$ cat src/logic/dtc_pkg.sv
// Constants, types and mode decode for the dual timer/counter block
//****************************************************************
// Function
// Mode 0 counts 13 bits and sets the overflow flag on wrap to zero.
// Mode 0 count is high byte above low five bits; upper low bits ignored.
// Count only while run is 1 and gate is 0 or irq pin is high.
// Setting the run bit resumes counting without clearing the count bytes.
// Mode 1 is mode 0 using all sixteen bits, no prescaler.
// Mode 2 low byte counts, sets flag and reloads from unchanged high byte.
// Timer 1 in mode 3 stops as if its run bit were cleared.
// Timer 0 mode 3 low byte is an 8-bit counter with timer 0 controls.
// Timer 0 mode 3 high byte counts cycles using timer 1 run and flag.
// With timer 0 in mode 3, timer 1 runs unless in its own mode 3.
// Mode 6 is a PWM with a period of 256 timer clocks.
// Mode 6 flag is low for high-byte clocks, high for 256 minus that.
// Software keeps the mode 6 high byte between 1 and 254.
// Mode 6 pin forced high for high byte 00h, low for FFh.
// Mode 6 flag set and cleared by hardware; software may still clear it.
// Outside mode 6 overflow sets flags; cleared by vector acknowledge or software.
// Run bits 4 and 6 are software controlled on/off for both timers.
// Type bits 0 and 2 select falling edge when set, low level when clear.
// Edge flags 1 and 3 set on detected edge; cleared on acknowledge or software.
// With toggle enable set, each overflow inverts the timer pin.
// After toggle enable the pin is 1 until the first overflow.
// Software clears the counter select for the toggle output to work.
// Mode codes 000,001,010,011,110 decode to modes 0,1,2,3,6; rest reserved.
// Counter select clear counts core clocks; set counts count pin events.
// A software count-byte write beats a same-cycle increment or reload.
// Count pin synchronised, counted on falling edge, once per machine cycle.
//****************************************************************
package dtc_pkg;

   // Register addresses
   localparam logic [7:0] ADDR_CONTROL  = 8'h88;
   localparam logic [7:0] ADDR_MODE     = 8'h89;
   localparam logic [7:0] ADDR_AUX_MODE = 8'h8F;
   localparam logic [7:0] ADDR_AUX_CTRL = 8'hA2;
   localparam logic [7:0] ADDR_LOW [2]  = '{8'h8A, 8'h8B};
   localparam logic [7:0] ADDR_HIGH [2] = '{8'h8C, 8'h8D};

   // Control register fields, per timer / per interrupt
   localparam int CTRL_IT [2] = '{0, 2};
   localparam int CTRL_IE [2] = '{1, 3};
   localparam int CTRL_TR [2] = '{4, 6};
   localparam int CTRL_TF [2] = '{5, 7};
   // Mode register: a four-bit field per timer
   localparam int MODE_STRIDE = 4;
   localparam int MODE_CT     = 2;
   localparam int MODE_GATE   = 3;
   localparam int TOGGLE_BIT [2] = '{0, 1};

   // Reset values and count limits
   localparam logic [7:0]  REG_RESET = 8'h00;
   localparam logic [7:0]  BYTE_MAX  = 8'hFF;
   localparam logic [7:0]  BYTE_ZERO = 8'h00;
   localparam logic [4:0]  LOW5_MAX  = 5'h1F;
   localparam logic [12:0] ONE13     = 13'h0001;
   localparam logic [15:0] ONE16     = 16'h0001;
   localparam logic [7:0]  ONE8      = 8'h01;
   localparam int MC_CLOCKS_DEF = 2;

   // Operating modes
   typedef enum logic [2:0] {
      DTC_MODE_13BIT,
      DTC_MODE_16BIT,
      DTC_MODE_RELOAD,
      DTC_MODE_SPLIT,
      DTC_MODE_PWM,
      DTC_MODE_RESERVED
   } dtc_mode_type;

   // Register bus request
   typedef struct packed {
      logic       wr;
      logic       rd;
      logic [7:0] addr;
      logic [7:0] wdata;
   } dtc_bus_type;

   // Interrupt flags and acknowledges
   typedef struct packed {
      logic tf1;
      logic tf0;
      logic ie1;
      logic ie0;
   } dtc_irq_type;

   // mode code decode
   function automatic dtc_mode_type dtc_decode_mode(input logic [2:0] code);
      dtc_mode_type m;
      m = DTC_MODE_RESERVED;
      if (code == 3'h0) m = DTC_MODE_13BIT;
      else if (code == 3'h1) m = DTC_MODE_16BIT;
      else if (code == 3'h2) m = DTC_MODE_RELOAD;
      else if (code == 3'h3) m = DTC_MODE_SPLIT;
      else if (code == 3'h6) m = DTC_MODE_PWM;
      return m;
   endfunction : dtc_decode_mode

endpackage : dtc_pkg

$ cat src/logic/dtc_pin_sync.sv
// Two-stage pin synchroniser with sampled falling-edge detect
`timescale 1ns/10ps
module dtc_pin_sync (
   input  wire logic clock,
   input  wire logic sys_rst,
   input  wire logic pin_async,
   input  wire logic sample,
   output logic      level,
   output logic      fall
);
   logic meta;
   logic sync;
   logic held;

   // Two flip-flops before any logic reads the pin
   always_ff @(posedge clock) begin
      if (sys_rst) begin
         meta <= 1'b1;
         sync <= 1'b1;
      end else begin
         meta <= pin_async;
         sync <= meta;
      end
   end

   // high then low at two samples
   always_ff @(posedge clock) begin
      if (sys_rst) begin
         held <= 1'b1;
         fall <= 1'b0;
      end else if (sample) begin
         held <= sync;
         fall <= held & ~sync;
      end else begin
         fall <= 1'b0;
      end
   end

   assign level = sync;

endmodule : dtc_pin_sync

$ cat src/logic/dtc_timer_core.sv
// Dual timer/counter with modes 0,1,2,3,6, control register and toggle pins
`timescale 1ns/10ps
module dtc_timer_core
   import dtc_pkg::*;
#(
   parameter int MC_CLOCKS = MC_CLOCKS_DEF
) (
   input  wire logic         clock,
   input  wire logic         sys_rst,
   input  wire dtc_bus_type  bus,
   output logic [7:0]        rdata,
   input  wire dtc_irq_type  irq_ack,
   output dtc_irq_type       irq_flags,
   input  wire logic [1:0]   ext_irq_pin,
   input  wire logic [1:0]   count_pin_in,
   output logic [1:0]        count_pin_out,
   output logic [1:0]        count_pin_oe
);
   localparam int MC_W = $clog2(MC_CLOCKS) + 1;

   //****************************************************************
   // Declarations
   //****************************************************************
   logic [7:0]    timer_mode_reg;
   logic [1:0]    timer_aux_mode_reg;
   logic [1:0]    toggle_enable;
   logic [1:0]    run_bit;
   logic [1:0]    irq_type_select;
   logic [1:0]    overflow_flag;
   logic [1:0]    irq_edge_flag;
   logic [7:0]    count_low_byte [2];
   logic [7:0]    count_high_byte [2];
   logic [7:0]    next_low [2];
   logic [7:0]    next_high [2];
   logic [7:0]    next_split_high;
   logic [1:0]    ovf;
   logic          ovf_split;
   logic [1:0]    cnt_en;
   logic [1:0]    run_eff;
   logic [1:0]    wr_low;
   logic [1:0]    wr_high;
   logic          wr_ctrl;
   logic          split0;
   logic          split_en;
   logic [1:0]    flag_set;
   logic [1:0]    pwm_flag_mode;
   logic [1:0]    ext_level;
   logic [1:0]    ext_fall;
   logic [1:0]    cnt_fall;
   logic [MC_W-1:0] mc_count;
   logic          mc_tick;
   dtc_mode_type  mode [2];

   //****************************************************************
   // Bus decode and machine cycle
   //****************************************************************
   assign wr_ctrl = bus.wr && (bus.addr == ADDR_CONTROL);
   assign mc_tick = (mc_count == MC_W'(MC_CLOCKS - 1));

   // Machine cycle divider for count pin sampling
   always_ff @(posedge clock) begin
      if (sys_rst) mc_count <= '0;
      else if (mc_tick) mc_count <= '0;
      else mc_count <= MC_W'(mc_count + 1'b1);
   end

   // Software control bits
   always_ff @(posedge clock) begin
      if (sys_rst) begin
         timer_mode_reg     <= REG_RESET;
         timer_aux_mode_reg <= 2'h0;
         toggle_enable      <= 2'h0;
         run_bit            <= 2'h0;
         irq_type_select    <= 2'h0;
      end else begin
         if (bus.wr && bus.addr == ADDR_MODE) timer_mode_reg <= bus.wdata;
         if (bus.wr && bus.addr == ADDR_AUX_MODE)
            timer_aux_mode_reg <= {bus.wdata[MODE_STRIDE], bus.wdata[0]};
         if (bus.wr && bus.addr == ADDR_AUX_CTRL)
            toggle_enable <= {bus.wdata[TOGGLE_BIT[1]], bus.wdata[TOGGLE_BIT[0]]};
         // run bits written by software
         if (wr_ctrl) begin
            run_bit         <= {bus.wdata[CTRL_TR[1]], bus.wdata[CTRL_TR[0]]};
            // edge or level select
            irq_type_select <= {bus.wdata[CTRL_IT[1]], bus.wdata[CTRL_IT[0]]};
         end
      end
   end

   //****************************************************************
   // Pin synchronisers and per-timer enables
   //****************************************************************
   assign split0 = (mode[0] == DTC_MODE_SPLIT);

   for (genvar n = 0; n < 2; n++) begin : g_chan
      dtc_pin_sync u_irq_sync (
         .clock     (clock),
         .sys_rst   (sys_rst),
         .pin_async (ext_irq_pin[n]),
         .sample    (1'b1),
         .level     (ext_level[n]),
         .fall      (ext_fall[n])
      );
      // count pin sampled once per machine cycle
      dtc_pin_sync u_cnt_sync (
         .clock     (clock),
         .sys_rst   (sys_rst),
         .pin_async (count_pin_in[n]),
         .sample    (mc_tick),
         .level     (),
         .fall      (cnt_fall[n])
      );
      assign wr_low[n]  = bus.wr && (bus.addr == ADDR_LOW[n]);
      assign wr_high[n] = bus.wr && (bus.addr == ADDR_HIGH[n]);
      assign mode[n] = dtc_decode_mode({timer_aux_mode_reg[n],
                                        timer_mode_reg[MODE_STRIDE*n +: 2]});
      // run and gate qualify counting; R24: clock or pin events
      assign cnt_en[n] = run_eff[n]
                       & (~timer_mode_reg[MODE_STRIDE*n + MODE_GATE] | ext_level[n])
                       & (timer_mode_reg[MODE_STRIDE*n + MODE_CT] ? cnt_fall[n] : 1'b1);
   end

   // timer 1 mode 3 stops; R10: otherwise free-runs while timer 0 splits
   assign run_eff[0] = run_bit[0];
   assign run_eff[1] = (mode[1] == DTC_MODE_SPLIT) ? 1'b0 : (split0 ? 1'b1 : run_bit[1]);
   // split high byte counts core cycles under timer 1 run bit
   assign split_en = split0 && run_bit[1];

   //****************************************************************
   // Next count values
   //****************************************************************
   always_comb begin
      for (int n = 0; n < 2; n++) begin
         next_low[n]  = count_low_byte[n];
         next_high[n] = count_high_byte[n];
         ovf[n]       = 1'b0;
         if (cnt_en[n]) begin
            case (mode[n])
               DTC_MODE_13BIT: begin
                  // 13-bit count; R2: low five bits as prescaler
                  {next_high[n], next_low[n][4:0]} = {count_high_byte[n], count_low_byte[n][4:0]} + ONE13;
                  ovf[n] = (count_high_byte[n] == BYTE_MAX) && (count_low_byte[n][4:0] == LOW5_MAX);
               end
               DTC_MODE_16BIT: begin
                  // full 16 bits, no prescaler
                  {next_high[n], next_low[n]} = {count_high_byte[n], count_low_byte[n]} + ONE16;
                  ovf[n] = ({count_high_byte[n], count_low_byte[n]} == {BYTE_MAX, BYTE_MAX});
               end
               DTC_MODE_RELOAD: begin
                  // reload low byte from high byte
                  ovf[n] = (count_low_byte[n] == BYTE_MAX);
                  next_low[n] = ovf[n] ? count_high_byte[n] : count_low_byte[n] + ONE8;
               end
               DTC_MODE_SPLIT, DTC_MODE_PWM: begin
                  // low byte 8-bit counter; R11: 256-clock PWM period
                  ovf[n] = (count_low_byte[n] == BYTE_MAX);
                  next_low[n] = count_low_byte[n] + ONE8;
               end
               default: begin
                  ovf[n] = 1'b0;
               end
            endcase
         end
      end
   end

   // split high byte increment and overflow
   assign next_split_high = count_high_byte[0] + ONE8;
   assign ovf_split = split_en && (count_high_byte[0] == BYTE_MAX);

   //****************************************************************
   // Count bytes
   //****************************************************************
   for (genvar n = 0; n < 2; n++) begin : g_count
      // software write beats hardware; R4: run never clears counts
      always_ff @(posedge clock) begin
         if (sys_rst) begin
            count_low_byte[n]  <= REG_RESET;
            count_high_byte[n] <= REG_RESET;
         end else begin
            if (wr_low[n]) count_low_byte[n] <= bus.wdata;
            else count_low_byte[n] <= next_low[n];
            if (wr_high[n]) count_high_byte[n] <= bus.wdata;
            else if (n == 0 && split_en) count_high_byte[n] <= next_split_high;
            else count_high_byte[n] <= next_high[n];
         end
      end
   end

   //****************************************************************
   // Overflow and edge flags
   //****************************************************************
   // split high byte drives timer 1 flag
   assign flag_set[0] = ovf[0];
   assign flag_set[1] = split0 ? ovf_split : ovf[1];
   assign pwm_flag_mode[0] = (mode[0] == DTC_MODE_PWM);
   assign pwm_flag_mode[1] = (mode[1] == DTC_MODE_PWM) && !split0;

   for (genvar n = 0; n < 2; n++) begin : g_flag
      // set on overflow, cleared by ack or software, set wins
      always_ff @(posedge clock) begin
         if (sys_rst) overflow_flag[n] <= 1'b0;
         // low for high-byte clocks; R15: hardware set and clear
         else if (pwm_flag_mode[n] && cnt_en[n])
            overflow_flag[n] <= (next_low[n] >= count_high_byte[n]);
         else if (!pwm_flag_mode[n] && flag_set[n]) overflow_flag[n] <= 1'b1;
         else if (wr_ctrl) overflow_flag[n] <= bus.wdata[CTRL_TF[n]];
         else if (n == 0 ? irq_ack.tf0 : irq_ack.tf1) overflow_flag[n] <= 1'b0;
      end

      // edge flag, set wins over clears
      always_ff @(posedge clock) begin
         if (sys_rst) irq_edge_flag[n] <= 1'b0;
         else if (irq_type_select[n] ? ext_fall[n] : ~ext_level[n]) irq_edge_flag[n] <= 1'b1;
         else if (wr_ctrl) irq_edge_flag[n] <= bus.wdata[CTRL_IE[n]];
         else if (n == 0 ? irq_ack.ie0 : irq_ack.ie1) irq_edge_flag[n] <= 1'b0;
      end

      // Count/PWM/toggle pin driver
      always_ff @(posedge clock) begin
         if (sys_rst) begin
            count_pin_out[n] <= 1'b1;
            count_pin_oe[n]  <= 1'b0;
         end else begin
            count_pin_oe[n] <= ~timer_mode_reg[MODE_STRIDE*n + MODE_CT]
                               & (toggle_enable[n] | (mode[n] == DTC_MODE_PWM));
            // forced levels for 00h and FFh
            if (mode[n] == DTC_MODE_PWM)
               count_pin_out[n] <= (count_high_byte[n] == BYTE_ZERO) ||
                                   ((count_high_byte[n] != BYTE_MAX) &&
                                    (count_low_byte[n] >= count_high_byte[n]));
            // pin is 1 until the first overflow
            else if (!toggle_enable[n]) count_pin_out[n] <= 1'b1;
            // invert on each overflow
            else if (ovf[n]) count_pin_out[n] <= ~count_pin_out[n];
         end
      end
   end

   assign irq_flags = '{tf1: overflow_flag[1], tf0: overflow_flag[0],
                        ie1: irq_edge_flag[1], ie0: irq_edge_flag[0]};

   //****************************************************************
   // Read data, one cycle after the read strobe
   //****************************************************************
   always_ff @(posedge clock) begin
      if (sys_rst) rdata <= REG_RESET;
      else if (!bus.rd) rdata <= REG_RESET;
      else if (bus.addr == ADDR_CONTROL)
         rdata <= {overflow_flag[1], run_bit[1], overflow_flag[0], run_bit[0],
                   irq_edge_flag[1], irq_type_select[1], irq_edge_flag[0], irq_type_select[0]};
      else if (bus.addr == ADDR_MODE) rdata <= timer_mode_reg;
      else if (bus.addr == ADDR_AUX_MODE) rdata <= {3'h0, timer_aux_mode_reg[1], 3'h0, timer_aux_mode_reg[0]};
      else if (bus.addr == ADDR_AUX_CTRL) rdata <= {6'h00, toggle_enable};
      else if (bus.addr == ADDR_LOW[0]) rdata <= count_low_byte[0];
      else if (bus.addr == ADDR_LOW[1]) rdata <= count_low_byte[1];
      else if (bus.addr == ADDR_HIGH[0]) rdata <= count_high_byte[0];
      else if (bus.addr == ADDR_HIGH[1]) rdata <= count_high_byte[1];
      else rdata <= REG_RESET;
   end

   //****************************************************************
   // Assertions
   //****************************************************************
   // reload and flag on low byte overflow
   AST_RELOAD: assert property (@(posedge clock) disable iff (sys_rst)
      (mode[0] == DTC_MODE_RELOAD && cnt_en[0] && count_low_byte[0] == BYTE_MAX && !wr_low[0] && !wr_ctrl)
      |=> (count_low_byte[0] == $past(count_high_byte[0])) && overflow_flag[0])
      else $error("reload did not load high byte");

   // held when not enabled
   AST_GATE_HOLD: assert property (@(posedge clock) disable iff (sys_rst)
      (!cnt_en[0] && !split_en && !wr_low[0] && !wr_high[0]) |=> $stable(count_low_byte[0]) && $stable(count_high_byte[0]))
      else $error("timer 0 counted while disabled");

   // run set keeps counts
   AST_RUN_KEEP: assert property (@(posedge clock) disable iff (sys_rst)
      (wr_ctrl && bus.wdata[CTRL_TR[1]] && !run_bit[1] && !split0 && !wr_low[1] && !wr_high[1])
      |=> count_low_byte[1] == $past(count_low_byte[1]) && count_high_byte[1] == $past(count_high_byte[1]))
      else $error("run set changed count");

   // timer 1 stopped in its mode 3
   AST_T1_STOP: assert property (@(posedge clock) disable iff (sys_rst)
      (mode[1] == DTC_MODE_SPLIT && !wr_low[1] && !wr_high[1]) |=> $stable(count_low_byte[1]))
      else $error("timer 1 counted in mode 3");

   // prescaler holds high byte
   AST_PRESCALE: assert property (@(posedge clock) disable iff (sys_rst)
      (mode[0] == DTC_MODE_13BIT && count_low_byte[0][4:0] != LOW5_MAX && !wr_high[0]) |=> $stable(count_high_byte[0]))
      else $error("high byte moved before prescaler wrap");

   // overflow sets flag
   AST_OVF_FLAG: assert property (@(posedge clock) disable iff (sys_rst)
      (ovf[0] && !pwm_flag_mode[0]) |=> overflow_flag[0])
      else $error("overflow flag not set");

   // falling edge sets edge flag
   AST_EDGE_FLAG: assert property (@(posedge clock) disable iff (sys_rst)
      (irq_type_select[1] && ext_fall[1]) |=> irq_edge_flag[1])
      else $error("edge flag not set");

   // overflow inverts the pin
   AST_TOGGLE: assert property (@(posedge clock) disable iff (sys_rst)
      (toggle_enable[0] && mode[0] != DTC_MODE_PWM && ovf[0]) |=> count_pin_out[0] != $past(count_pin_out[0]))
      else $error("pin did not toggle");

   // pin starts high
   AST_TOGGLE_INIT: assert property (@(posedge clock) disable iff (sys_rst)
      ($rose(toggle_enable[0]) && mode[0] != DTC_MODE_PWM) |-> count_pin_out[0])
      else $error("toggle pin not high at enable");

   // forced low for FFh
   AST_PWM_LOW: assert property (@(posedge clock) disable iff (sys_rst)
      (mode[1] == DTC_MODE_PWM && count_high_byte[1] == BYTE_MAX) |=> !count_pin_out[1])
      else $error("pwm pin not forced low");

   // pin counted at most once per machine cycle
   AST_COUNT_RATE: assert property (@(posedge clock) disable iff (sys_rst)
      cnt_fall[0] |=> !cnt_fall[0])
      else $error("count pin counted twice in a row");

   // split high byte wrap sets timer 1 flag
   AST_SPLIT_TF1: assert property (@(posedge clock) disable iff (sys_rst)
      (split_en && count_high_byte[0] == BYTE_MAX && !wr_high[0]) |=> overflow_flag[1])
      else $error("split wrap did not set flag");

   // split low byte holds without its run bit
   AST_SPLIT_HOLD: assert property (@(posedge clock) disable iff (sys_rst)
      (split0 && !run_bit[0] && !wr_low[0]) |=> $stable(count_low_byte[0]))
      else $error("split low byte counted");

   // counter mode moves only on pin events
   AST_PIN_ONLY: assert property (@(posedge clock) disable iff (sys_rst)
      (timer_mode_reg[MODE_CT] && !cnt_fall[0] && !wr_low[0]) |=> $stable(count_low_byte[0]))
      else $error("counter moved without pin edge");

   // mode 6 flag high once the count reaches the high byte
   AST_PWM_FLAG: assert property (@(posedge clock) disable iff (sys_rst)
      (pwm_flag_mode[1] && cnt_en[1] && !wr_low[1] && !wr_high[1])
      |=> overflow_flag[1] == (count_low_byte[1] >= count_high_byte[1]))
      else $error("pwm flag wrong");

   // forced high for 00h
   AST_PWM_HIGH: assert property (@(posedge clock) disable iff (sys_rst)
      (mode[1] == DTC_MODE_PWM && count_high_byte[1] == BYTE_ZERO) |=> count_pin_out[1])
      else $error("pwm pin not forced high");

endmodule : dtc_timer_core
$ cat config.mk
export PLATFORM = sky130hd
export DESIGN_NAME = dtc_timer_core
export DESIGN_NICKNAME = d
export VERILOG_FILES = /design/src/logic/dtc_pkg.sv /design/src/logic/dtc_pin_sync.sv /design/src/logic/dtc_timer_core.sv
export SDC_FILE = /design/constraint.sdc
export NUM_CORES = 1
export LEC_CHECK = 0
export BUFFER_PORTS_ARGS = -buffer_cell sky130_fd_sc_hd__buf_2
export CAP_MARGIN = 40
export CORE_MARGIN = 5
export CORE_UTILIZATION = 50
export CTS_CLUSTER_SIZE = 10
export DETAILED_ROUTE_END_ITERATION = 12
export HOLD_SLACK_MARGIN = 0.06
export PLACE_DENSITY = 0.74
export SETUP_SLACK_MARGIN = 0.4
export SLEW_MARGIN = 20
export SYNTH_ARGS = -nofsm -noshare
export SYNTH_HDL_FRONTEND = slang
export SYNTH_SLANG_ARGS = --single-unit
$ cat constraint.sdc
create_clock -name clock -period 3.5 [get_ports clock]
set_input_delay 0.175 -clock clock [delete_from_list [all_inputs] [get_ports clock]]
set_output_delay 0.175 -clock clock [all_outputs]
set_load 0.02 [all_outputs]
---- Word level (Yosys, flattened, before mapping) ----
Memory sizes are Yosys's and may differ from the RTL's.
Index checks and enable logic that the tools add are counted.
W data, S select, Z words.
storage, ports and cells
  register bits ........................... 50
  RAM bits ................................ 32
  input port bits ......................... 28
  output and inout port bits .............. 16
  word-level logic and storage cells ...... 259
  memories ................................ 2
memory list
  name             depth  bits a word  rd ports  clocked after memory_dff  write ports  line                  RTL
  count_high_byte  2      8            2         0                         2            dtc_timer_core.sv:32  logic [7:0] count_high_byte [2];
  count_low_byte   2      8            2         0                         2            dtc_timer_core.sv:31  logic [7:0] count_low_byte [2];
operators by class
  add/subtract/negate cells ............... 8
  $lt $le $gt $ge ......................... 4
  eq/ne operators ......................... 37
  multiplexer cells ....................... 101
  bitwise logic cells ..................... 35
  reductions and logical operators ........ 41
operators by type and width
  cell                     count
  $mux W8                  23
  $eq A8 B8 Y1 const B     12
  $mux W1                  62
  $pmux W5 S4              2
  $add A16 B1 Y16 const B  2
  $eq A16 B16 Y1 const B   2
  $ge A8 B8 Y1             4
  $pmux W8 S2              2
  $add A13 B1 Y13 const B  2
  $add A8 B1 Y8 const B    3
  $eq A3 B2 Y1 const B     8
  $mux W3                  8
  $logic_and A1 B1 Y1      19
  $pmux W3 S3              2
  $logic_not A8 Y1         2
  $ne A8 B8 Y1 const B     2
  $or A1 B1 Y1             13
  $eq A3 B1 Y1 const B     4
  $eq A3 B3 Y1 const B     4
  $logic_not A3 Y1         4
  $not A1 Y1               12
  $and A1 B1 Y1            10
  $eq A5 B5 Y1 const B     2
  $reduce_or A2 Y1         5
  other kinds (9)          17

---- Logic depth before layout (Yosys ltp) ----
Gate-level depths: netlist of run 1.
  depth after elaboration ................. 16
  mapped depth ............................ 13
  depth with buffers taken out ............ 12

---- By module ----
Synthesis of run 1 repeated with hierarchy kept, for this count alone.
second synthesis, totals
  cells, all modules ...................... 678
  area total of the unflattened synthesis .. 5769.3 um^2
modules (own cells, without submodules)
  module          times used  cells an instance  area an instance (um^2)  seq. area each (um^2)
  dtc_timer_core  1           642                5288.8                   1641.6
  dtc_pin_sync    4           9                  120.1                    80.1

---- Least setup slack after synthesis of run 1 ----
No wires, ideal clock.
  path kind ............................... register to register
  start point ............................. memory count_low_byte[1][1]
  end point ............................... register overflow_flag[1] (netlist: irq_flags[3])
  setup time .............................. 0.095 ns
  data arrival time ....................... 2.887 ns
  required time ........................... 3.405 ns
  slack ................................... 0.518 ns
  cell stages (with the launch flop) ...... 13
  path buffers ............................ 1
  period minus slack after synthesis ...... 2.982 ns
  path through ............................ edfxtp_1 > ha_1 > nand4_1 > nor4_1 > clkbuf_1 > a211oi_1 > a21o_1 > ha_1 > nand2b_1 > a21o_1 > a211oi_1 > or3_1 > a221oi_1
RTL lines
  what                             line                   RTL
  from (decl)                      dtc_timer_core.sv:31
  to (signal, indexed assignment)  dtc_timer_core.sv:205  overflow_flag[n] <= (next_low[n] >= count_high_byte[n]);
  to (signal, indexed assignment)  dtc_timer_core.sv:207  else if (wr_ctrl) overflow_flag[n] <= bus.wdata[CTRL_TF[n]];
  to (decl)                        dtc_timer_core.sv:29   logic [1:0] overflow_flag;

---- Worst setup path in the final report of run 1 ----
  start point ............................. register timer_aux_mode_reg[0]
  end point ............................... register overflow_flag[1] (netlist: irq_flags[3])
on the way
  longest elaborated chain between the ends .. 16
  elaborated cells between the ends (all ways) .. 29
  classes of those cells .................. order compare (1); eq/ne (5); mux (12); bitwise (2); reduce/logical (9)
ends and longest elaborated chain
  what                                                  line                  RTL
  from (decl)                                           dtc_timer_core.sv:25  logic [1:0] timer_aux_mode_reg;
  from (signal assigned)                                dtc_timer_core.sv:78  timer_aux_mode_reg <= {bus.wdata[MODE_STRIDE], bus.wdata[0]};
  $eq A3 B3 Y1                                          dtc_pkg.sv:96         else if (code == 3'h6) m = DTC_MODE_PWM;
  $mux W1                                               dtc_pkg.sv:96
  $mux W3                                               dtc_pkg.sv:95         else if (code == 3'h3) m = DTC_MODE_SPLIT;
  $mux W3                                               dtc_pkg.sv:94         else if (code == 3'h2) m = DTC_MODE_RELOAD;
  $mux W3                                               dtc_pkg.sv:93         else if (code == 3'h1) m = DTC_MODE_16BIT;
  $mux W3 (*)                                           dtc_pkg.sv:92         if (code == 3'h0) m = DTC_MODE_13BIT;
  $eq A3 B2 Y1 (*)                                      dtc_timer_core.sv:93  assign split0 = (mode[0] == DTC_MODE_SPLIT);
  branches (longest 9 deep; another with $ge A8 B8 Y1)  --
Mark *: on every way between the ends.
A chain may end at the register's enable or synchronous reset.

==> results list, run 1 <==
* Crit path time final: 2.984 ns
* Transition time of the tightest slew-check pin: 0.7684 ns
* Area of the die: 13990 µm²
* TritonCTS clock tree: yes
* Critical path's slowest cell: sky130_fd_sc_hd__dfxtp_1
- Pin count of the biggest net entering global routing: 69
- Per-cell via count in the routed design: 6.544
* Final worst setup slack: 0.5162 ns
* Root buffer cell: sky130_fd_sc_hd__clkbuf_16
- Share of layout cells above drive strength 1: 16.27%
- Count of nets left with antenna violations after detail routing: 0
- Data arrives at the worst endpoint at 3.26 ns.
- Top cell type by total area after synthesis: sky130_fd_sc_hd__dfxtp_1
- Part of the total power dissipated in combinational logic: 13.6%
- Final non-filler cell total: 905
- The number of global-route vias before repair is 5583.
- Clock-pin slew was measured on the worst setup and hold paths at 0.07 ns.
- RSZ-0062 raised after global routing: true
- In this run, synthesis inferred 32 flip-flops with an integrated enable.
- Worst hold path endpoint: irq_type_select[0]
* DRC Markers: 0
- Effective utilization at floorplan: 51.11%
- Hold depth: 3
- Final Net Count: 824
- Core area: 11470 µm²
- Number of antenna violations at the first check in global routing: 0
* Sequential fraction of the synthesis area: 33.48%
- Buffers inserted during clock tree synthesis total 9.
- After synthesis, the netlist uses 72 different library cells.
- Setup_tns: 0 ns
* Switching power total: 0.0007161 W
- Final worst clock skew: 0.007587 ns
- Of the total power, the share spent switching nets is 30.05%.
* Status: finished, final reports clean
* Power share of the sequential group: 45.3%
- Power density over the cells: 350.7 nW/µm²
- Avg Synthesized Cell Area: 8.481 µm²
* Area share of the largest cell type after synthesis: 17.08%
* GRT overflow: 0
* Crit path required time: 3.77 ns
* Half-perimeter wire length of the detailed placement result: 14.55 mm
- The clock passes through at most 2 buffers.
* Maximum cell stage delay along the critical path: 0.67 ns
- Hold path startpoint: bus[0]
- Cell seen most often among critical-path stages: sky130_fd_sc_hd__a21o_1
* Worst-path fanout max: 13
- Worst R2R Path Depth: 11
- Global routing used 27.75% of the available tracks.
* CP Capture Type: flip-flop
* Cell count after placement: 873
* Worst R2R End: irq_flags[3]
- Clock group share of total power: 41.2%
- Total number of H-tree levels: 3
* Crit path kind: flip-flop to flip-flop
- Registers with the highest flip-flop counts: count_high_byte: 16 flops, count_low_byte: 16 flops
* Leakage: 2.669 nW
* Part of the cycle the worst path needs: 85.25%
* Cell types occupying the most area after synthesis: sky130_fd_sc_hd__dfxtp_1, sky130_fd_sc_hd__edfxtp_1, sky130_fd_sc_hd__ha_1
- Summing every instance area after synthesis gives 5861 µm².
- Buffers placed on the I/O ports in this run total 43.
- Num rows: 39
* Horizontal extent of the die: 118.3 µm
- Setup violations remaining at the end of the flow were counted as 0.
- After filler insertion, the fill cell instance count of the layout stands at 1074.
* Pint: 0.001667 W
* Number of maximum-capacitance violations: 0
* Clock Latency Late Sink: 0.36 ns
- ANT cells: 0
- Summed over all layers, the routed wires come to 19.81 mm.
* First-pass GRT wire length: 30.91 mm
* Synthesized netlist cell count: 691
- Count of vias placed by the detailed router: 5922
- The clock net in this run drives a total of 82 sinks.
- In this run the vertical extent of the chip is 118.3 µm.
- Highest achievable clock rate: 335.1 MHz
* Total power after layout: 0.002383 W
- Across the VDD grid, the largest voltage drop is 336.8 µV.
- Startpoint type of the worst setup path: flip-flop
* Layout area overhead: 15.95%
- Max transition margin: 48.30%
- Worst min-delay path class: input pin to flip-flop
- Commonest non-fill, non-tap cells in the layout: sky130_fd_sc_hd__nand2_1, sky130_fd_sc_hd__nor2_1, sky130_fd_sc_hd__dfxtp_1, sky130_fd_sc_hd__buf_2, sky130_fd_sc_hd__a21oi_1
* Reg2Reg Launch Point: timer_aux_mode_reg[0]
- For flop-to-flop paths, the worst setup slack is 0.52 ns.
- 44 I/O pins were placed.
- Commonest register cell after synthesis: sky130_fd_sc_hd__dfxtp_1
- Final weighted congestion in routability-driven placement: 0.9909
* Most common cell after layout, fill and taps aside: sky130_fd_sc_hd__nand2_1
- Dividing the detail-routed wire length by the instance count gives 21.89 µm.
- Final count of hold timing violations: 0
* Count of synthesis-stage warnings from yosys: 0
- The first detailed-routing pass ran for 5 iterations.
- Timing analysis after detailed placement gives a worst setup slack of 0.2919 ns.
- The synthesized design contains 82 register bits.
* Cell breakdown of the critical path: and3b_1 > o211a_1 > nand2_1 > a211oi_2 > a21o_1 > ha_1 > nand2b_1 > a21o_1 > a211oi_1 > or3_1 > a221oi_1
* Max-slew violation count: 0
- After synthesis, the share of flip-flops with an asynchronous set or reset is 0%.
- The first routing iteration left 665 violations.
[area by class of cell]
class                           count  area, µm²  share of cell area (%)
Timing Repair Buffer               78      485.5                   7.144
Clock buffer                        9      225.2                   3.314
Inverter                           32      120.1                   1.768
Tap cell                          143      178.9                   2.633
Multi-Input combinational cell    554       3741                   55.05
Sequential cell                    82       1963                   28.89
Clock inverter                      7      81.33                   1.197
[logic make-up (layout without fill, tap and decap cells)]
kind of cell,count (synthesis),after routing,synth area share (%)
other,1,16,0.06399
multiplexers,19,19,3.309
XOR/XNOR,14,14,2.092
AND/OR/NAND/NOR,271,271,24.51
flip-flops,82,82,33.48
adder cells (fa/ha/maj),39,39,8.326
buffers and inverters,70,126,4.505
AO/OA/AOI/OAI,195,195,23.72
[timing repair]
action,CTS,global route
hold buffers,4,0
resized for setup,2,9
pin swaps,0,2
endpoints found under the hold margin,4,0
setup endpoints to repair,2,2
setup buffers,0,12
[routing by layer]
| layer | global-route usage (%) | vias to the layer above | share of wire [%] |
|---|---|---|---|
| met1 | 38.16 | 2839 | 44 |
| met3 | 6.686 | 54 | 8.7 |
| met5 | 0 | - | 0 |
| met4 | 12.04 | 0 | 3.9 |
| li1 | - | 2739 | - |
| met2 | 41.53 | 290 | 44 |
[worst max-delay path: cells and delay by family, from the launching register on]
family | cells | cell delay, ns
DFF | 1 | 0.67
adders and majority gates | 1 | 0.26
AOI/OAI and AO/OA | 6 | 1.00
and+or+nand+nor | 4 | 0.95
[worst max path at each step]
stage | start | end | cells past startpoint
after floorplan | count_low_byte[1][1] | irq_flags[3] | 12
after global placement | count_low_byte[0][1] | irq_flags[2] | 11
after detailed placement | count_low_byte[0][1] | irq_flags[2] | 11
after CTS | count_low_byte[0][1] | irq_flags[2] | 11
after global routing | count_low_byte[1][0] | irq_flags[3] | 10
final | timer_aux_mode_reg[0] | irq_flags[3] | 11
[cells in the mapped netlist (5+ instances only)]
master	n
sky130_fd_sc_hd__dfxtp_1	50
sky130_fd_sc_hd__nand2b_1	10
sky130_fd_sc_hd__edfxtp_1	32
sky130_fd_sc_hd__a2bb2oi_1	8
sky130_fd_sc_hd__or2_2	11
sky130_fd_sc_hd__clkbuf_1	35
sky130_fd_sc_hd__inv_1	32
sky130_fd_sc_hd__a221oi_1	10
sky130_fd_sc_hd__a211oi_1	29
sky130_fd_sc_hd__mux2i_1	16
sky130_fd_sc_hd__a21oi_1	43
sky130_fd_sc_hd__o21a_1	6
sky130_fd_sc_hd__o32ai_1	5
sky130_fd_sc_hd__o2bb2ai_1	6
sky130_fd_sc_hd__nor4_1	9
sky130_fd_sc_hd__nand4_1	15
sky130_fd_sc_hd__a211o_1	5
sky130_fd_sc_hd__and3_1	11
sky130_fd_sc_hd__ha_1	39
sky130_fd_sc_hd__o211ai_1	5
sky130_fd_sc_hd__o21ai_0	23
sky130_fd_sc_hd__a21o_1	9
sky130_fd_sc_hd__nor3b_1	8
sky130_fd_sc_hd__nor2b_1	11
sky130_fd_sc_hd__xnor2_1	14
sky130_fd_sc_hd__nand3_1	27
sky130_fd_sc_hd__or3_1	6
sky130_fd_sc_hd__nor2_1	51
sky130_fd_sc_hd__nor3_1	20
sky130_fd_sc_hd__nand3b_1	5
sky130_fd_sc_hd__a31oi_1	6
sky130_fd_sc_hd__nand2_1	62
[stage by stage]
step,utilization (%),hold slack [ns],instance area [µm²]
2_1_floorplan,-,0.2788,5917
3_3_place_gp,54.97,0.3623,6304
3_5_place_dp,55.01,0.3606,6309
4_1_cts,58.16,0.1321,6669
5_1_grt,59.26,0.1561,6795
6_report,59.26,0.1492,6795
[power by group through the flow]
stage / clock network, W / logic, W / registers (W)
CTS: 0.000999 / 0.000302 / 0.00108
detailed placement: 0 / 0.000297 / 0.00110
floorplan: 0 / 0.000195 / 0.00108
global route: 0.00105 / 0.000355 / 0.00108
global placement: 0 / 0.000289 / 0.00110
finish: 0.000981 / 0.000323 / 0.00108
Power figures use the tool's default switching activity.
==> run 2, diff against run 1 <==
CORE_ASPECT_RATIO = 1.1   (was unset)
==> run 2 against run 1 <==
  * Worst hold slack improved by 0.011 ns
  * Global-route usage up 1.1 points
  * Flip-flop and latch count is the same
  * Combinational power is 2% lower
  * Non-clock buffer count up 2
  * Clock skew up 0.0085 ns
  * Die area about the same
  * Core utilization up 0.25 points
  * Maximum frequency is 0.64% higher
  * Sequential power about the same
  * Largest power group unchanged
  * Count of clock-buffer cells in the layout grew 2
==> results list, run 2 (same netlist as run 1, synthesis figures left out) <==
- Maximum resistive drop on vdd: 323.0 µV
* Transition time of the tightest slew-check pin: 0.7776 ns
- Number of antenna violations at the first check in global routing: 0
* Max-slew violation count: 0
* Status: finished, final reports clean
- The die is 113.2 µm wide.
- The design draws 0.002413 W.
* Crit path required time: 3.75 ns
- IO Port Bufs: 43
* Worst-path fanout max: 9
* Data arrival time at the worst-slack endpoint: 3.22 ns
- The pre-antenna-repair detailed-routing pass consisted of 6 iterations.
- Clock buffers created by TritonCTS: 9
- The area growth from synthesis to layout is 16.67%.
* Clock Latency Late Sink: 0.35 ns
- CTS placed an instance of sky130_fd_sc_hd__clkbuf_16 at the clock tree root.
* Most common cell after layout, fill and taps aside: sky130_fd_sc_hd__nand2_1
* Pin count of the biggest net entering global routing: 69
- Counting every sink on the clock net gives 82.
- The wire-length estimate of the detail-placed layout is 14.73 mm.
- Summed over all layers, the global routing overflow is 0.
- First-pass GRT wire length: 31.09 mm
* Num rows: 41
- Iteration-0 DRC count of the detailed router: 630
* Core area: 11490 µm²
- In this run the number of H-tree levels came out at 3.
* Final count of hold timing violations: 0
- Startpoint type of the worst setup path: flip-flop
- Of the cells placed in the final design, the portion with a size suffix greater than 1 is 15.84%.
* CP Capture Type: flip-flop
* Final weighted congestion in routability-driven placement: 0.9487
- Setup repair after global routing could not meet its margin everywhere.
- In the final layout, the multi-input gates occupy 3735 µm².
- Area of the die: 13990 µm²
- Highest achievable clock rate: 337.3 MHz
* I/O Pins: 44
- In this run the static leakage power is 2.710 nW.
- Clock transition at the registers of the reported paths: 0.07 ns
- Register area: 1963 µm²
* Max transition margin: 47.68%
* Routed WL per cell: 21.95 µm
- After routing, the total negative slack on setup checks comes to 0 ns.
- Final Net Count: 826
- Setup violations remaining at the end of the flow were counted as 0.
* Part of the cycle the worst path needs: 84.71%
- For this configuration, the core starts out at a cell density of 51.00%.
- TritonCTS built the clock tree.
- Number of maximum-capacitance violations: 0
- Number of global-route vias before repair: 5752
- Final wirelength: 20.08 mm
- Power density over the cells: 352.9 nW/µm²
- The routed layout has 5920 vias.
* Worst min-delay path class: input pin to flip-flop
- Per-cell via count in the routed design: 6.470
- Maximum count of clock buffers along a single path: 2
* Die Y-Extent: 123.6 µm
* DRC Markers: 0
- Count of nets left with antenna violations after detail routing: 0
- Across every metal layer, demand over resource in global routing totals 28.82%.
- Counting the fill cells in the layout gives 1070.
- The routed design could run at a clock period as short as 2.965 ns.
* Registers with the highest flip-flop counts: count_high_byte: 16 flops, count_low_byte: 16 flops
- In the layout the commonest cells are sky130_fd_sc_hd__nand2_1, sky130_fd_sc_hd__nor2_1, sky130_fd_sc_hd__dfxtp_1, sky130_fd_sc_hd__a21oi_1, sky130_fd_sc_hd__buf_2.
- For the final database, setup skew stands at 0.01611 ns.
- Crit path kind: flip-flop to flip-flop
[run 2: power by group]
group,switching (W),internal (W)
clock,0.000436,0.000582
sequential,0.0000489,0.00103
combinational,0.000191,0.000125
total,0.000676,0.00174
[run 2: layer usage]
layer / wire length, µm / part of all wire (%) / up-vias / global-route usage, %
li1: - / - / 2750 / -
met1: 7926 / 39 / 2790 / 35.48
met2: 9676 / 48 / 306 / 48.78
met3: 1493 / 7.4 / 74 / 4.699
met4: 986 / 4.9 / 0 / 14.80
met5: 0 / 0 / - / 0
[run 2: worst max-delay path, stage by stage, from the launching register on]
cell	delay [ns]
sky130_fd_sc_hd__edfxtp_1	0.59
sky130_fd_sc_hd__nand3_1	0.32
sky130_fd_sc_hd__o31ai_1	0.32
sky130_fd_sc_hd__mux2_2	0.23
sky130_fd_sc_hd__a2bb2oi_1	0.21
sky130_fd_sc_hd__o21ai_0	0.14
sky130_fd_sc_hd__ha_1	0.32
sky130_fd_sc_hd__nand4_1	0.09
sky130_fd_sc_hd__or3_1	0.38
sky130_fd_sc_hd__a221oi_1	0.26
[run 2: cell type report]
class / instances / share of cell area (%)
timing repair buffer: 80 / 7.429
tap: 150 / 2.745
clock buffer: 11 / 4.026
multi-input combinational: 554 / 54.62
inverter: 32 / 1.757
clock inverter: 5 / 0.6770
sequential: 82 / 28.71
antenna: 1 / 0.03660
[run 2: worst paths after layout]
| kind | start | end | slack [ns] | depth (start not counted) |
|---|---|---|---|---|
| setup / recovery | count_low_byte[1][5] | irq_flags[3] | 0.54 | 9 |
| hold / removal | irq_ack[0] | irq_flags[0] | 0.16 | 4 |
| setup reg to reg | count_low_byte[1][5] | irq_flags[3] | 0.54 | 9 |
| hold reg to reg | g_chan[0].u_irq_sync.held | g_chan[0].u_irq_sync.fall | 0.41 | 2 |
[run 2: what timing repair did]
action / in CTS / in global routing
hold buffers: 4 / 0
endpoints found under the setup margin: 2 / 2
buffers inserted: 0 / 7
resized for setup: 2 / 6
pin swaps: 0 / 3
endpoints found under the hold margin: 4 / 0
[run 2: through the flow]
stage,setup WS [ns],utilization [%],hold WS [ns],instances,cell area (µm²)
after global placement,0.4066,55.39,0.3592,886,6365
final,0.5350,59.51,0.1600,915,6838
after floorplan,0.5177,-,0.2788,706,5917
after detailed placement,0.3288,55.39,0.3632,886,6365
after CTS,0.3609,58.67,0.1595,906,6741
after global routing,0.3245,59.48,0.1903,914,6835
==> run 3, diff against run 2 <==
ABC_AREA = 1   (was unset)
PLACE_DENSITY = 0.77   (was 0.74)
clock period = 2.64 ns   (was 3.5 ns; I/O delays follow)
==> run 3 against run 2 <==
  * Synthesized area rose by 4.3%
  * Total power rose by 35%
  * Register-to-register slack got worse by 0.53 ns
  * Critical path type unchanged
  * Highest routed layer unchanged
==> results list, run 3 <==
* Status: finished, final reports clean
- Root buffer cell: sky130_fd_sc_hd__clkbuf_16
* Post-synthesis compound-gate area fraction: 18.41%
- The critical path starts at timer_mode_reg[0].
- Distinct cell type count after synthesis: 54
* Effective utilization at floorplan: 50.78%
- Num rows: 42
* Number of setup violations in the final report: 0
- Power share of the sequential group: 43.6%
- Number of maximum-capacitance violations: 0
- Yosys mapped a number of flops with a built-in enable equal to 32.
- First-pass GRT wire length: 31.42 mm
- The count of nets left with antenna violations once routing finished came out at 0.
* Number of antenna violations at the first check in global routing: 0
* GRT overflow: 0
* Grt peak-use layer: met2
- Count of vias placed by the detailed router: 6598
- Dividing the detail-routed via count by the number of cells gives 5.875.
* Final wirelength: 20.66 mm
- For this block, the initial DRC count from the detailed router was 877.
- After detailed placement, the design holds a cell count of 1083.
- Post-synth ARST share: 0%
- Layout area overhead: 21.79%
* Sequential fraction of the synthesis area: 32.10%
* Worst min-delay path class: input pin to flip-flop
- STA classifies the critical path startpoint as a flip-flop.
* Part of the total power dissipated in combinational logic: 16.2%
- Number of global-route vias before repair: 6001
- Clock transition at the registers of the reported paths: 0.08 ns
- After synthesis, the share of cell area in mux cells is 0%.
- The clock arrives with 0.008417 ns of skew.
- The clock network accounts for 40.2% of the total power.
- Cell types occupying the most area after synthesis: sky130_fd_sc_hd__dfxtp_1, sky130_fd_sc_hd__edfxtp_1, sky130_fd_sc_hd__nand2_1
- Data arrival time at the worst-slack endpoint: 2.88 ns
* DRC Markers: 0
- During synthesis, Yosys emitted a total of 0 warnings.
- After Yosys synthesis, XOR and XNOR cells account for 2.580% of the synthesized area.
- Global routing consumed, over all layers together, 27.61% of the routing resources.
* Die Y-Extent: 126.0 µm
- The number of pins with negative max-slew slack in the final report came to 0.
- Input and output buffers added on the ports amount to 43.
- Simple-Gate Fraction of Synth Area: 30.14%
- Share of layout cells above drive strength 1: 21.47%
- Highest achievable clock rate: 380.1 MHz
- The worst hold path begins at irq_ack[2].
* CP Capture Type: flip-flop
- TritonCTS built the clock tree.
- The synthesized netlist occupies a cell area of 6111 µm².
- The final layout contains 1031 nets.
- In this run the power spent charging and discharging nets is 0.001029 W.
- Clock buffers created by TritonCTS: 9
- Reg2Reg Launch Point: timer_mode_reg[0]
- Counting along the longest clock path gives a buffer depth of 2.
* Commonest non-fill, non-tap cells in the layout: sky130_fd_sc_hd__nand2_1, sky130_fd_sc_hd__inv_1, sky130_fd_sc_hd__nor2_1, sky130_fd_sc_hd__a21oi_1, sky130_fd_sc_hd__nand3_1
* Crit path kind: flip-flop to flip-flop
- At the end of routability-driven placement, the weighted congestion stood at 0.9946.
* RSZ-0062 raised after global routing: true
* Main combinational cell family by area after synthesis: simple AND/OR/NAND/NOR gates
- Area share of fa/ha/maj cells after synthesis: 7.985%
- Data on the critical path is required at its endpoint by 2.89 ns.
- Overall power consumption after layout is estimated at 0.003257 W.
* Synthesized netlist cell count: 858
- For met3 alone, demand over resource in global routing was 5.566%.
* Total number of H-tree levels: 3
- Sw frac: 31.59%
* Pin count of the biggest net entering global routing: 36
- Clock tree synthesis found a total of 82 sinks.
- Final core utilization: 61.84%
* Count leader, synth: sky130_fd_sc_hd__nand2_1
- The library cell used most frequently in the layout, excluding fill and tap cells, is sky130_fd_sc_hd__nand2_1.
* Met2 track demand over resource: 44.41%
- Half-perimeter wire length of the detailed placement result: 15.09 mm
- Clock Latency Late Sink: 0.36 ns
- Horizontal extent of the die: 115.4 µm
- For the pin with the worst max-slew slack, the measured transition is 0.5200 ns.
- For this run, the detailed router's first-pass iteration total came to 6.
- sky130_fd_sc_hd__dfxtp_1 takes more of the synthesized area than any other cell.
* Core area: 12030 µm²
* Pint: 0.002229 W
- IR analysis of the VDD net gives a maximum drop of 447.7 µV.
- Registers with the highest flip-flop counts: count_high_byte: 16 flops, count_low_byte: 16 flops
- The synthesized design devotes to its leading area cell type 16.38% of total area.
- Part of the cycle the worst path needs: 99.66%
- Max transition margin: 65.01%
* Commonest register cell after synthesis: sky130_fd_sc_hd__dfxtp_1
- Synth cell count leaders: sky130_fd_sc_hd__nand2_1, sky130_fd_sc_hd__inv_1, sky130_fd_sc_hd__a21oi_1
- Grt met1 use: 36.45%
* Worst-path fanout max: 6
- The die covers 14540 µm².
- The count of final hold-check violations is 0.
- Leakage: 3.388 nW
- The number of antenna diodes in the final layout is 0.
* Minimum hold slack: 0.1440 ns
- Flip-flop and latch count after synthesis: 82
- Avg Synthesized Cell Area: 7.122 µm²
* Final non-filler cell total: 1123
- Routed WL per cell: 18.40 µm
- I/O Pins: 44
* Crit path time final: 2.631 ns
* Power density over the cells: 437.7 nW/µm²
==> run 3: per-stage QoR <==
step	setup WS [ns]	TNS (ns)	area, µm²
after detailed placement	0.01721	0	6729
after floorplan	0.1721	0	6197
final	0.008914	0	7442
after CTS	0.1021	0	7244
after global placement	0.08617	0	6729
after global routing	-0.1509	-0.2189	7442
==> run 3: path summary, 6_finish.rpt <==
kind	to	slack (ns)	depth (start not counted)
hold / removal	irq_flags[2]	0.14	5
setup / recovery	irq_flags[2]	0.009	18
hold reg to reg	g_chan[1].u_cnt_sync.level	0.41	1
setup reg to reg	irq_flags[2]	0.009	18
==> run 3: critical path, cell delays in order, from the launching register on <==
cell                        delay, ns
sky130_fd_sc_hd__dfxtp_2         0.40
sky130_fd_sc_hd__inv_1           0.10
sky130_fd_sc_hd__nand3_2         0.12
sky130_fd_sc_hd__nand2_1         0.16
sky130_fd_sc_hd__a21oi_2         0.21
sky130_fd_sc_hd__inv_1           0.12
sky130_fd_sc_hd__a21oi_4         0.14
sky130_fd_sc_hd__inv_2           0.06
sky130_fd_sc_hd__nand2_2         0.09
sky130_fd_sc_hd__a31oi_4         0.11
sky130_fd_sc_hd__ha_4            0.23
sky130_fd_sc_hd__a21oi_2         0.17
sky130_fd_sc_hd__o21ai_1         0.12
sky130_fd_sc_hd__nand2_1         0.09
sky130_fd_sc_hd__o2111ai_2       0.10
sky130_fd_sc_hd__nand3_1         0.10
sky130_fd_sc_hd__nand2_1         0.05
sky130_fd_sc_hd__nor2_1          0.09
sky130_fd_sc_hd__nor2_1          0.04
==> run 3: routing by layer <==
metal / up-vias / share of wire (%)
met4: 0 / 4.7
li1: 3127 / -
met1: 3024 / 39
met2: 364 / 47
met5: - / 0
met3: 83 / 9.5
==> run 3: cell families after synthesis <==
family,Yosys count
AND/OR/NAND/NOR,387
other,1
flip-flops,82
XOR/XNOR,18
adder cells (fa/ha/maj),39
AO/OA/AOI/OAI,190
buffers and inverters,141
==> run 3: layout make-up <==
class,count,area (µm²)
fill,1077,4592
multi-input combinational,650,3882
sequential,82,1966
timing repair buffer,88,588.1
inverter,133,511.7
clock buffer,9,225.2
tap,154,192.7
clock inverter,7,76.32
==> run 3: power by group through the flow <==
stage	clock network (W)	logic [W]	registers (W)
2_1_floorplan	0	0.000290	0.00143
3_3_place_gp	0	0.000457	0.00145
3_5_place_dp	0	0.000463	0.00145
4_1_cts	0.00130	0.000484	0.00142
5_1_grt	0.00137	0.000580	0.00142
6_report	0.00131	0.000529	0.00142
==> run 3: timing repair <==
action | CTS | global route
gates resized for setup | 15 | 31
buffers inserted | 12 | 8
setup endpoints to repair | 2 | 3
hold buffers | 4 | 0
pin swaps | 15 | 13
hold endpoints to repair | 4 | 0
